[config.mk]
export PLATFORM = sky130hd
export DESIGN_NAME = tvdac_top
export DESIGN_NICKNAME = d
export VERILOG_FILES = /design/src/verilog/tvdac_pkg.sv /design/src/verilog/tvdac_fifo.sv /design/src/verilog/tvdac_top.sv
export SDC_FILE = /design/constraint.sdc
export NUM_CORES = 1
export LEC_CHECK = 0
export BUFFER_PORTS_ARGS = -buffer_cell sky130_fd_sc_hd__clkbuf_2
export CAP_MARGIN = 20
export CELL_PAD_IN_SITES_DETAIL_PLACEMENT = 0
export CELL_PAD_IN_SITES_GLOBAL_PLACEMENT = 1
export CORE_MARGIN = 4
export CORE_UTILIZATION = 55
export CTS_CLUSTER_DIAMETER = 80
export DETAILED_ROUTE_END_ITERATION = 8
export GPL_ROUTABILITY_DRIVEN = 0
export PLACE_DENSITY = 0.93
export SYNTH_ARGS = -nofsm -noshare
export SYNTH_HDL_FRONTEND = slang
export SYNTH_SLANG_ARGS = --single-unit
[constraint.sdc]
create_clock -name clock -period 33 [get_ports clock]
set_clock_uncertainty 0.05 [all_clocks]
set_input_delay 1.65 -clock clock [delete_from_list [all_inputs] [get_ports clock]]
set_output_delay 1.65 -clock clock [all_outputs]
set_load 0.02 [all_outputs]
[src/verilog/tvdac_pkg.sv]
// Operation
// RULE1: latch three codes and blank every clock rise
// RULE2: blank low forces all outputs to blanking
// RULE3: code bit zero is lsb, nine msb
// RULE4: source ties unused code bits low
// RULE5: generic mode: no bias, code zero is zero volts
// RULE6: sync insertion adds half-swing dc bias
// RULE7: rgb mode blanks every channel at code zero
// RULE8: ypbpr blanks red/blue at 512, green zero
// RULE9: type select low enables sync insertion
// RULE10: ypbpr routes sync to colour strap too
// RULE11: reserved strap held low in every mode
// RULE12: sync low forces green sync tip only
// RULE13: video to sync amplitude kept at 7:3
// RULE14: video to blank amplitude kept at 2:1
// RULE15: blanking works in every mode
// RULE16: generic mode source holds blank high; the pixel source model still drops blank in generic mode
// RULE17: sync latched with the pixel codes
package tvdac_pkg;

   // pixel code geometry
   localparam int unsigned TVDAC_CODE_W = 10;
   localparam int unsigned TVDAC_CHANS = 3;
   localparam int unsigned TVDAC_CH_RED = 0;
   localparam int unsigned TVDAC_CH_GREEN = 1;
   localparam int unsigned TVDAC_CH_BLUE = 2;
   localparam int unsigned TVDAC_CODE_MAX = 1023;

   // blanking codes
   localparam logic [9:0] TVDAC_CODE_ZERO = 10'h000;
   localparam logic [9:0] TVDAC_CODE_MID = 10'h200;

   // output levels in millivolts at nominal full scale
   localparam int unsigned TVDAC_FS_MV = 700;
   localparam int unsigned TVDAC_BIAS_MV = TVDAC_FS_MV / 2;
   localparam int unsigned TVDAC_SYNC_MV = (TVDAC_FS_MV * 3) / 7;
   localparam int unsigned TVDAC_LVL_W = 11;

   // elastic buffer between capture and output stage
   localparam int unsigned TVDAC_FIFO_DEPTH = 16;

   // reset values of the output stage
   localparam logic [10:0] TVDAC_LVL_RST = 11'h000;
   localparam logic [9:0] TVDAC_CODE_RST = 10'h000;

   // decoded operating mode
   typedef enum logic [1:0] {
      tvdac_mode_generic,
      tvdac_mode_rgb,
      tvdac_mode_ypbpr
   } tvdac_mode_t;

   // one latched pixel with its controls and decoded mode
   typedef struct packed {
      logic [TVDAC_CHANS-1:0][TVDAC_CODE_W-1:0] code;
      logic blank_n;
      logic sync_n;
      tvdac_mode_t mode;
      logic fault;
   } tvdac_sample_t;

   // what one converter channel is told to produce
   typedef struct packed {
      logic [TVDAC_CODE_W-1:0] code;
      logic [TVDAC_LVL_W-1:0] level_mv;
      logic bias_on;
      logic sync_tip;
   } tvdac_chan_t;

endpackage

[src/verilog/tvdac_fifo.sv]
`timescale 1ns/10ps
// flop based fifo with valid/ready on both sides
module tvdac_fifo #(
   parameter int unsigned WIDTH = 8,
   parameter int unsigned DEPTH = 16
) (
   input wire logic clock,
   input wire logic rst,
   input wire logic in_valid,
   output logic in_ready,
   input wire logic [WIDTH-1:0] in_data,
   output logic out_valid,
   input wire logic out_ready,
   output logic [WIDTH-1:0] out_data
);

   localparam int unsigned AW = $clog2(DEPTH);

   // pointer wrap relies on a power of two depth
   initial begin
      if (DEPTH < 2 || (DEPTH & (DEPTH - 1)) != 0 || WIDTH < 1) begin
         $error("tvdac_fifo: depth must be a power of two >= 2");
      end
   end

   logic [WIDTH-1:0] mem_ff [DEPTH]; // storage, one word per entry
   logic [AW:0] wr_ptr_ff; // extra bit tells full from empty
   logic [AW:0] rd_ptr_ff;
   wire logic push;
   wire logic pop;
   wire logic full;
   wire logic empty;

   // full when pointers differ only in the wrap bit
   assign full = (wr_ptr_ff[AW] != rd_ptr_ff[AW]) && (wr_ptr_ff[AW-1:0] == rd_ptr_ff[AW-1:0]);
   assign empty = (wr_ptr_ff == rd_ptr_ff);
   assign in_ready = !full;
   assign out_valid = !empty;
   assign push = in_valid && !full;
   assign pop = out_ready && !empty;
   assign out_data = mem_ff[rd_ptr_ff[AW-1:0]];

   // storage write, no reset needed on data
   always_ff @(posedge clock) begin
      if (push) begin
         mem_ff[wr_ptr_ff[AW-1:0]] <= in_data;
      end
   end

   // pointers
   always_ff @(posedge clock) begin
      if (rst) begin
         wr_ptr_ff <= '0;
         rd_ptr_ff <= '0;
      end else begin
         if (push) begin
            wr_ptr_ff <= wr_ptr_ff + 1'b1;
         end
         if (pop) begin
            rd_ptr_ff <= rd_ptr_ff + 1'b1;
         end
      end
   end

endmodule

[src/verilog/tvdac_top.sv]
`timescale 1ns/10ps
// input latch, mode decode and level control of a triple video converter
module tvdac_top
   import tvdac_pkg::*;
#(
   parameter int unsigned FIFO_DEPTH = TVDAC_FIFO_DEPTH
) (
   input wire logic clock,
   input wire logic rst,
   input wire logic [TVDAC_CODE_W-1:0] red_pixel_code,
   input wire logic [TVDAC_CODE_W-1:0] green_pixel_code,
   input wire logic [TVDAC_CODE_W-1:0] blue_pixel_code,
   input wire logic blank_n,
   input wire logic sync_n,
   input wire logic sync_type_select,
   input wire logic colour_space_strap,
   input wire logic reserved_strap_low,
   input wire logic output_stall,
   input wire logic overrun_clear,
   output tvdac_chan_t red_channel_out,
   output tvdac_chan_t green_channel_out,
   output tvdac_chan_t blue_channel_out,
   output logic out_valid,
   output tvdac_mode_t mode_out,
   output logic strap_fault,
   output logic pixel_ready,
   output logic overrun
);

   // the buffer needs room for at least a couple of pixels
   initial begin
      if (FIFO_DEPTH < 2) begin
         $error("tvdac_top: fifo depth below two");
      end
   end

   localparam int unsigned SAMPLE_W = $bits(tvdac_sample_t);

   // scale a code to millivolts, rounded to nearest
   function automatic logic [TVDAC_LVL_W-1:0] code_to_mv(input logic [TVDAC_CODE_W-1:0] c);
      int unsigned prod;
      prod = (int'(c) * TVDAC_FS_MV + TVDAC_CODE_MAX / 2) / TVDAC_CODE_MAX;
      return prod[TVDAC_LVL_W-1:0];
   endfunction

   // constant levels derived once
   localparam logic [TVDAC_LVL_W-1:0] BIAS_LVL = TVDAC_LVL_W'(TVDAC_BIAS_MV);
   localparam logic [TVDAC_LVL_W-1:0] TIP_LVL = TVDAC_LVL_W'(TVDAC_BIAS_MV - TVDAC_SYNC_MV);
   localparam logic [TVDAC_LVL_W-1:0] ZERO_LVL = TVDAC_LVL_W'(0);

   // ------------------------------------------------------------------
   // mode decode from the raw strap pins
   // ------------------------------------------------------------------
   // sync type select low turns insertion on; colour strap picks ypbpr
   wire logic ins_on; // sync insertion requested
   wire logic raw_fault; // strap combination the device does not define
   wire tvdac_mode_t raw_mode;

   assign ins_on = !sync_type_select; // RULE9
   // reserved strap must be low, and generic mode wants the colour strap low
   assign raw_fault = reserved_strap_low || (!ins_on && colour_space_strap); // RULE11
   // in ypbpr the colour strap follows sync, so it drops during a sync
   // pulse; red and blue then blank at code zero, which is what the part does
   assign raw_mode = !ins_on ? tvdac_mode_generic :
                     (colour_space_strap ? tvdac_mode_ypbpr : tvdac_mode_rgb); // RULE10

   // ------------------------------------------------------------------
   // input latch: codes, blank, sync and mode on the same edge
   // ------------------------------------------------------------------
   tvdac_sample_t cap_ff; // latched pixel
   logic cap_valid_ff; // first sample exists one edge after reset
   tvdac_sample_t nxt_cap;

   // bit index zero of each bus is kept as the lsb all the way through
   assign nxt_cap.code[TVDAC_CH_RED] = red_pixel_code; // RULE3
   assign nxt_cap.code[TVDAC_CH_GREEN] = green_pixel_code;
   assign nxt_cap.code[TVDAC_CH_BLUE] = blue_pixel_code;
   assign nxt_cap.blank_n = blank_n;
   assign nxt_cap.sync_n = sync_n; // RULE17
   assign nxt_cap.mode = raw_mode;
   assign nxt_cap.fault = raw_fault;

   // latch every rising edge, no enable: the source has no wait state
   always_ff @(posedge clock) begin
      if (rst) begin
         cap_ff <= '0;
         cap_valid_ff <= 1'b0;
      end else begin
         cap_ff <= nxt_cap; // RULE1
         cap_valid_ff <= 1'b1;
      end
   end

   // ------------------------------------------------------------------
   // elastic buffer between latch and output stage
   // ------------------------------------------------------------------
   wire logic fifo_in_ready; // buffer can take the latched pixel
   wire logic fifo_out_valid; // buffer holds a pixel for the output stage
   wire logic [SAMPLE_W-1:0] fifo_out_data;
   wire logic drain; // output stage takes a pixel this cycle
   wire tvdac_sample_t cur; // pixel at the buffer head

   assign drain = fifo_out_valid && !output_stall;
   assign cur = tvdac_sample_t'(fifo_out_data);

   tvdac_fifo #(
      .WIDTH(SAMPLE_W),
      .DEPTH(FIFO_DEPTH)
   ) u_fifo (
      .clock(clock),
      .rst(rst),
      .in_valid(cap_valid_ff),
      .in_ready(fifo_in_ready),
      .in_data(cap_ff),
      .out_valid(fifo_out_valid),
      .out_ready(drain),
      .out_data(fifo_out_data)
   );

   // ready and overrun back to the source; a pixel offered while full is lost
   logic pixel_ready_ff;
   logic overrun_ff; // sticky, set wins over clear
   wire logic lost; // latched pixel refused by a full buffer

   assign lost = cap_valid_ff && !fifo_in_ready;

   always_ff @(posedge clock) begin
      if (rst) begin
         pixel_ready_ff <= 1'b0;
         overrun_ff <= 1'b0;
      end else begin
         pixel_ready_ff <= fifo_in_ready;
         overrun_ff <= lost || (overrun_ff && !overrun_clear);
      end
   end

   // ------------------------------------------------------------------
   // level generation, one copy per channel
   // ------------------------------------------------------------------
   wire logic bias_on; // dc bias current enabled
   wire logic blanking; // latched blank is asserted
   wire logic cur_ypbpr;

   // a fault falls back to generic so no bias or sync is produced
   assign bias_on = (cur.mode != tvdac_mode_generic) && !cur.fault; // RULE6 RULE5
   assign cur_ypbpr = (cur.mode == tvdac_mode_ypbpr) && !cur.fault;
   assign blanking = !cur.blank_n; // RULE15

   tvdac_chan_t chan_ff [TVDAC_CHANS]; // registered channel commands
   tvdac_chan_t nxt_chan [TVDAC_CHANS];

   for (genvar ch = 0; ch < TVDAC_CHANS; ch++) begin : g_chan
      localparam bit IS_GREEN = (ch == TVDAC_CH_GREEN);
      wire logic mid_blank; // channel blanks at mid scale
      wire logic [TVDAC_CODE_W-1:0] blank_code;
      wire logic [TVDAC_CODE_W-1:0] eff_code;
      wire logic tip; // green held at sync tip
      wire logic [TVDAC_LVL_W-1:0] video_mv;
      wire logic [TVDAC_LVL_W-1:0] offset_mv;
      wire logic [TVDAC_LVL_W-1:0] ref_mv;

      // ypbpr centres the colour difference channels on code 512
      assign mid_blank = cur_ypbpr && !IS_GREEN; // RULE8
      // generic and rgb both blank at code zero
      assign blank_code = mid_blank ? TVDAC_CODE_MID : TVDAC_CODE_ZERO; // RULE7 RULE5
      // blank overrides the data code whatever its value
      assign eff_code = blanking ? blank_code : cur.code[ch]; // RULE2
      // sync reaches only the green channel and only with bias on
      assign tip = IS_GREEN && bias_on && !cur.sync_n; // RULE12
      assign video_mv = code_to_mv(eff_code);
      // bias is half the swing, so blank sits at 2:1 under full video
      assign offset_mv = bias_on ? BIAS_LVL : ZERO_LVL; // RULE14
      // mid-scale reference cancels so code 512 lands on the bias level
      assign ref_mv = mid_blank ? code_to_mv(TVDAC_CODE_MID) : ZERO_LVL;

      always_comb begin
         nxt_chan[ch].code = eff_code;
         nxt_chan[ch].bias_on = bias_on;
         nxt_chan[ch].sync_tip = tip;
         if (tip) begin
            // sync tip is 3/7 of the swing below the blank level
            nxt_chan[ch].level_mv = TIP_LVL; // RULE13
         end else begin
            nxt_chan[ch].level_mv = TVDAC_LVL_W'(video_mv + offset_mv - ref_mv);
         end
      end

      // hold the last level while stalled, like a real converter would
      always_ff @(posedge clock) begin
         if (rst) begin
            chan_ff[ch] <= '{code: TVDAC_CODE_RST, level_mv: TVDAC_LVL_RST,
                             bias_on: 1'b0, sync_tip: 1'b0};
         end else if (drain) begin
            chan_ff[ch] <= nxt_chan[ch];
         end
      end
   end

   // ------------------------------------------------------------------
   // output stage status
   // ------------------------------------------------------------------
   logic out_valid_ff; // pulses once per pixel taken
   tvdac_mode_t mode_ff;
   logic fault_ff;

   always_ff @(posedge clock) begin
      if (rst) begin
         out_valid_ff <= 1'b0;
         mode_ff <= tvdac_mode_generic;
         fault_ff <= 1'b0;
      end else begin
         out_valid_ff <= drain;
         if (drain) begin
            mode_ff <= cur.fault ? tvdac_mode_generic : cur.mode;
            fault_ff <= cur.fault;
         end
      end
   end

   // every output straight from a flop
   assign red_channel_out = chan_ff[TVDAC_CH_RED];
   assign green_channel_out = chan_ff[TVDAC_CH_GREEN];
   assign blue_channel_out = chan_ff[TVDAC_CH_BLUE];
   assign out_valid = out_valid_ff;
   assign mode_out = mode_ff;
   assign strap_fault = fault_ff;
   assign pixel_ready = pixel_ready_ff;
   assign overrun = overrun_ff;

endmodule

# Word-level counts from Yosys, hierarchy flattened

Memories as Yosys holds them, arrays and structs flattened. A register that Yosys moved wholly into a read port is not among the register bits.
Cells that the tools add are included.

Bits of input ports: 39
Memory bits (writable): 629
Memories kept: 2
Flip-flop bits (word level): 52
Logic and storage cells: 82
Latch bits: 0
ROM bits: 0

Div/mod/pow operators: 3
Muxes and demuxes: 22
Add/sub/neg operators: 10
Magnitude comparators: 0
Reduce and logical (&&, ||, !) cells: 20
Bitwise operators: 3
Shift operators: 0
Multiply operators: 3
Eq/ne operators: 4

Memory list:

| name          | depth | bits a word | read ports | clocked after Yosys merged registers in | write ports | RTL line         | text |
|---|---|---|---|---|---|---|---|
| u_fifo.mem_ff | 16    | 35          | 1          | 1                                       | 1           | tvdac_fifo.sv:26 | `logic [WIDTH-1:0] mem_ff [DEPTH];` |
| chan_ff       | 3     | 23          | 3          | 0                                       | 3           | tvdac_top.sv:149 | `tvdac_chan_t chan_ff [TVDAC_CHANS];` |

Operators by type and width:

| kind                                                                 | count |
|---|---|
| 32-bit by 10-bit divider with 32-bit output, second input constant   | 3 |
| 23-bit two-way mux                                                   | 3 |
| 20-bit by 9-bit adder with 21-bit output, second input constant      | 3 |
| 10-bit by 8-bit multiplier with 18-bit output, second input constant | 3 |
| 10-bit two-way mux                                                   | 4 |
| 11-bit adder                                                         | 2 |
| 9-bit two-way mux                                                    | 2 |
| 11-bit by 9-bit adder with 11-bit output                             | 1 |
| 11-bit two-way mux                                                   | 1 |
| 11-bit subtractor                                                    | 1 |
| 11-bit by 9-bit subtractor with 11-bit output                        | 1 |
| 5-bit by 1-bit adder with 5-bit output, second input constant        | 2 |
| 1-bit logical AND                                                    | 10 |
| 1-bit two-way mux                                                    | 8 |
| 4-bit two-way mux                                                    | 2 |
| 1-bit zero test                                                      | 6 |
| 5-bit == test                                                        | 1 |
| 4-bit == test                                                        | 1 |
| 2-bit two-way mux                                                    | 2 |
| 1-bit OR                                                             | 3 |
| 2-bit == test, second input constant                                 | 1 |
| 1-bit logical OR                                                     | 2 |
| 2-bit nonzero test                                                   | 1 |
| 2-bit OR reduction                                                   | 1 |
| 1-bit != test                                                        | 1 |

# Logic depth before layout (Yosys ltp)

Word-level depth: 10
Mapped depth: 82
Depth with buffers taken out: 71

# Hierarchy

A second synthesis with hierarchy kept.

Cells, all modules: 3,765
Area, all modules: 44,661.6 sq um

Modules (own cells, without submodules):

| module     | instances | cells an instance | area an instance (sq um) |
|---|---|---|---|
| tvdac_top  | 1         | 2,884             | 22,748.1 |
| tvdac_fifo | 1         | 881               | 21,913.5 |

# Least setup slack after synthesis

Ideal clock, no wire load.

Path kind: reg2reg
From: register with a tool-made name
To: memory chan_ff[2][12] (netlist name), data pin
Setup slack: 14.739 ns
Path buffers: 10
Arrival time: 17.945 ns
Cell stages (with the launch flop): 72
Path through: dfxtp_1 -> buf_6 -> buf_8 -> buf_8 -> clkbuf_1 -> clkbuf_1 -> buf_1 -> mux4_2 -> mux4_2 -> nand2_1 -> inv_1 -> ha_1 -> fa_1 -> fa_1 -> inv_1 -> fa_1 -> inv_1 -> ha_1 -> [36 not listed] -> o21a_2 -> o211ai_1 -> o211ai_1 -> o31a_1 -> fa_1 -> inv_1 -> ha_1 -> nor2b_1 -> o21ai_0 -> nand2b_1 -> a21o_1 -> a21o_1 -> a21o_1 -> a21o_1 -> a21o_1 -> a21oi_1 -> xor2_1 -> nor2_1

RTL lines:

| item          | RTL line |
|---|---|
| end, declared | tvdac_top.sv:149 |

==> impl_metrics.csv <==
group,metric,value,unit
place,portBuffers,111,
finish,mostFrequentLayoutCells,"edfxtp_1, nor2_1, nand2_1, inv_1, ha_1",
detailed_routing,vias,38900,
setup_path,cp-end-kind,"register",
global_route,antenna_found_initial,1,
setup_path,cp.arrival,23140,ps
hold_path,hold_end,"overrun$_SDFF_PP0_",
sta,final_max_slew_viol_count,0,
clocking,cts_buffers,71,
clocking,cts.clk_slew.worst_paths,70,ps
yosys,synth-edff-count,625,
clocking,cts-root-buf,"clkbuf_16",
detailed_routing,ant_nets,0,
flow_run,maxCapViolCount,0,
hold_path,holdPathStages,2,
yosys,synth-seq-cells,681,
yosys,ys_warn_count,0,
finish,synthToLayoutAreaGrowth,8.59,%
floorplanning,chipHeight,306,um
setup_path,worstRegToRegCells,67,
detailed_routing,vias_per_cell,6.85,
setup_path,slowest_stage,"mux2i_1",
hold_path,min_from,"cap_valid_ff$_DFF_P_",
setup_path,reg2reg_to,"chan_ff[0][12]$_SDFFCE_PN0P_",
place,dp_cells,5549,
global_route,grt_max_degree,63,
floorplanning,fp-row-count,108,
global_route,grt_pass1_wl,221000,um
yosys,synth_top_area_share,38.5,%
detailed_routing,wire_per_inst,25.4,um
sta,fmax,43.8,MHz
sta,setup_tns,0,ps
detailed_routing,wl,144000,um
sta,slew_headroom,24.6,%
setup_path,cpPeakStageDelay,910,ps
sta,worstMarginPinSlew,1100,ps
sta,fin_crit_sh,69.2,%
detailed_routing,initialDrtViolationCount,4659,
yosys,ys_async_sr_fraction,0,%
clocking,postCtsSetupBuffers,0,
clocking,cts.sinks,681,
yosys,synth_cell_types,152,
finish,design_area,52900,um^2
detailed_routing,drc,0,
clocking,clk_latency,650,ps
clocking,cts_resized,0,
global_route,overflow,0,
floorplanning,die_w,306,um
sta,setup_violations,0,
yosys,synthFlopType,"edfxtp_1",
yosys,syn_area_per_cell,11.1,um^2
sta,hold_ws,439,ps
sta,rsz0062_at_grt,"false",
run_status,status,"completed",
setup_path,critPathKind,"register to register",
place,placed_cell_area,50400,um^2
finish,layout.nets,4803,
clocking,cts_tree,"yes",
finish,layout-drive-gt1-share,15.7,%
sta,fin_crit,22820,ps
detailed_routing,dr.pass1.iters,8,
setup_path,crit_fanout,44,
place,dp_hpwl,97600,um
clocking,htree_levels,3,
sta,hold_viol_final,0,
hold_path,hp-class,"register to register",
clocking,cts_buffer_depth,3,
finish,layout_commonest_cell,"edfxtp_1",
floorplanning,ioPinCount,114,
clocking,cts_hold_buf,0,
yosys,synth_cells,4396,
finish,final_cells,5682,
yosys,synth_area,48700,um^2
yosys,synth_area_leaders,"edfxtp_1, mux4_2, ha_1",
floorplanning,start_util,55.8,%
global_route,grt_pass1_vias,37300,
yosys,yosys.area.top_type,"edfxtp_1",
global_route,grtUsageTotal,30.0,%
setup_path,crit_required,33320,ps
setup_path,reg2reg_setup_slack,10180,ps
finish,diodes,0,
floorplanning,die_area,93300,um^2
yosys,synth_seq_area_share,40.9,%
setup_path,startpoint_type,"register",
floorplanning,design.core.area,87300,um^2
[worst max-delay path: cells and delay by family (launching register included)]
| kind | cells | cell delay (ps) |
|---|---|---|
| AOI/OAI and AO/OA | 28 | 8580 |
| and+or+nand+nor | 17 | 5150 |
| adders and majority gates | 8 | 3260 |
| buffers and inverters | 9 | 2520 |
| muxes | 2 | 1320 |
| xor gates and xnor gates | 3 | 1030 |
| DFF | 1 | 550 |
[synthesized netlist by cell type, drive strengths merged (67+ instances only)]
master,number
edfxtp,625
nor2,337
xnor2,140
buf,76
nand2,273
inv,239
and2,67
fa,100
o211ai,80
mux4,164
nor3,139
ha,195
a21oi,186
and3,77
clkbuf,79
nand3,140
o21ai,171
[stage by stage]
stage	utilization, %	setup WS [ps]
5_1_grt	60.6	8690
6_report	60.6	10180
2_1_floorplan	-	14740
3_3_place_gp	57.7	11350
4_1_cts	60.6	10510
3_5_place_dp	57.7	10800
[routing by layer]
metal,routed length (um),track usage (%)
met1,56400,40.3
met2,67900,49.1
met3,13300,4.94
met4,6870,12.0
met5,19,0
[area by class of cell]
class,instances,area (um^2)
Tap cell,1155,1450
Sequential cell,681,19900
Timing Repair Buffer,154,876
Multi-Input combinational cell,3322,27200
Inverter,239,908
Fill cell,6904,34400
Clock inverter,38,561
Clock buffer,93,1940
[state kept, by name, indices dropped and copies added (netlist names), named ones only]
signal,count
strap_fault,1
overrun,1
u_fifo.rd_ptr_ff,5
mode_out,2
pixel_ready,1
cap_valid_ff,1
chan_ff,65
out_valid,1
u_fifo.wr_ptr_ff,5
u_fifo.mem_ff,560
cap_ff,35
[worst max-delay path by stage]
stage,start,to,slack [ps],depth (start not counted)
5_1_grt,register,chan_ff[0][12]$_SDFFCE_PN0P_,8690,67
2_1_floorplan,register,chan_ff[2][12]$_SDFFCE_PN0P_,14740,71
3_5_place_dp,register,chan_ff[0][12]$_SDFFCE_PN0P_,10800,67
6_report,register,chan_ff[0][12]$_SDFFCE_PN0P_,10180,67
3_3_place_gp,register,chan_ff[0][12]$_SDFFCE_PN0P_,11350,68
4_1_cts,register,chan_ff[0][12]$_SDFFCE_PN0P_,10510,67
[kinds of logic after synthesis]
group	count (synthesis)	synth area share, %
AOI/OAI and AO/OA	1098	17.1
adders and majority gates	296	9.14
and+or+nand+nor	1474	16.3
DFF	681	40.9
other	1	0.00770
buffers and inverters	394	3.45
muxes	253	9.55
xor gates and xnor gates	199	3.60
Power is left out: the tool's default activity adds up to more than one toggle a clock period on the data nets, which glitch-free logic cannot reach.
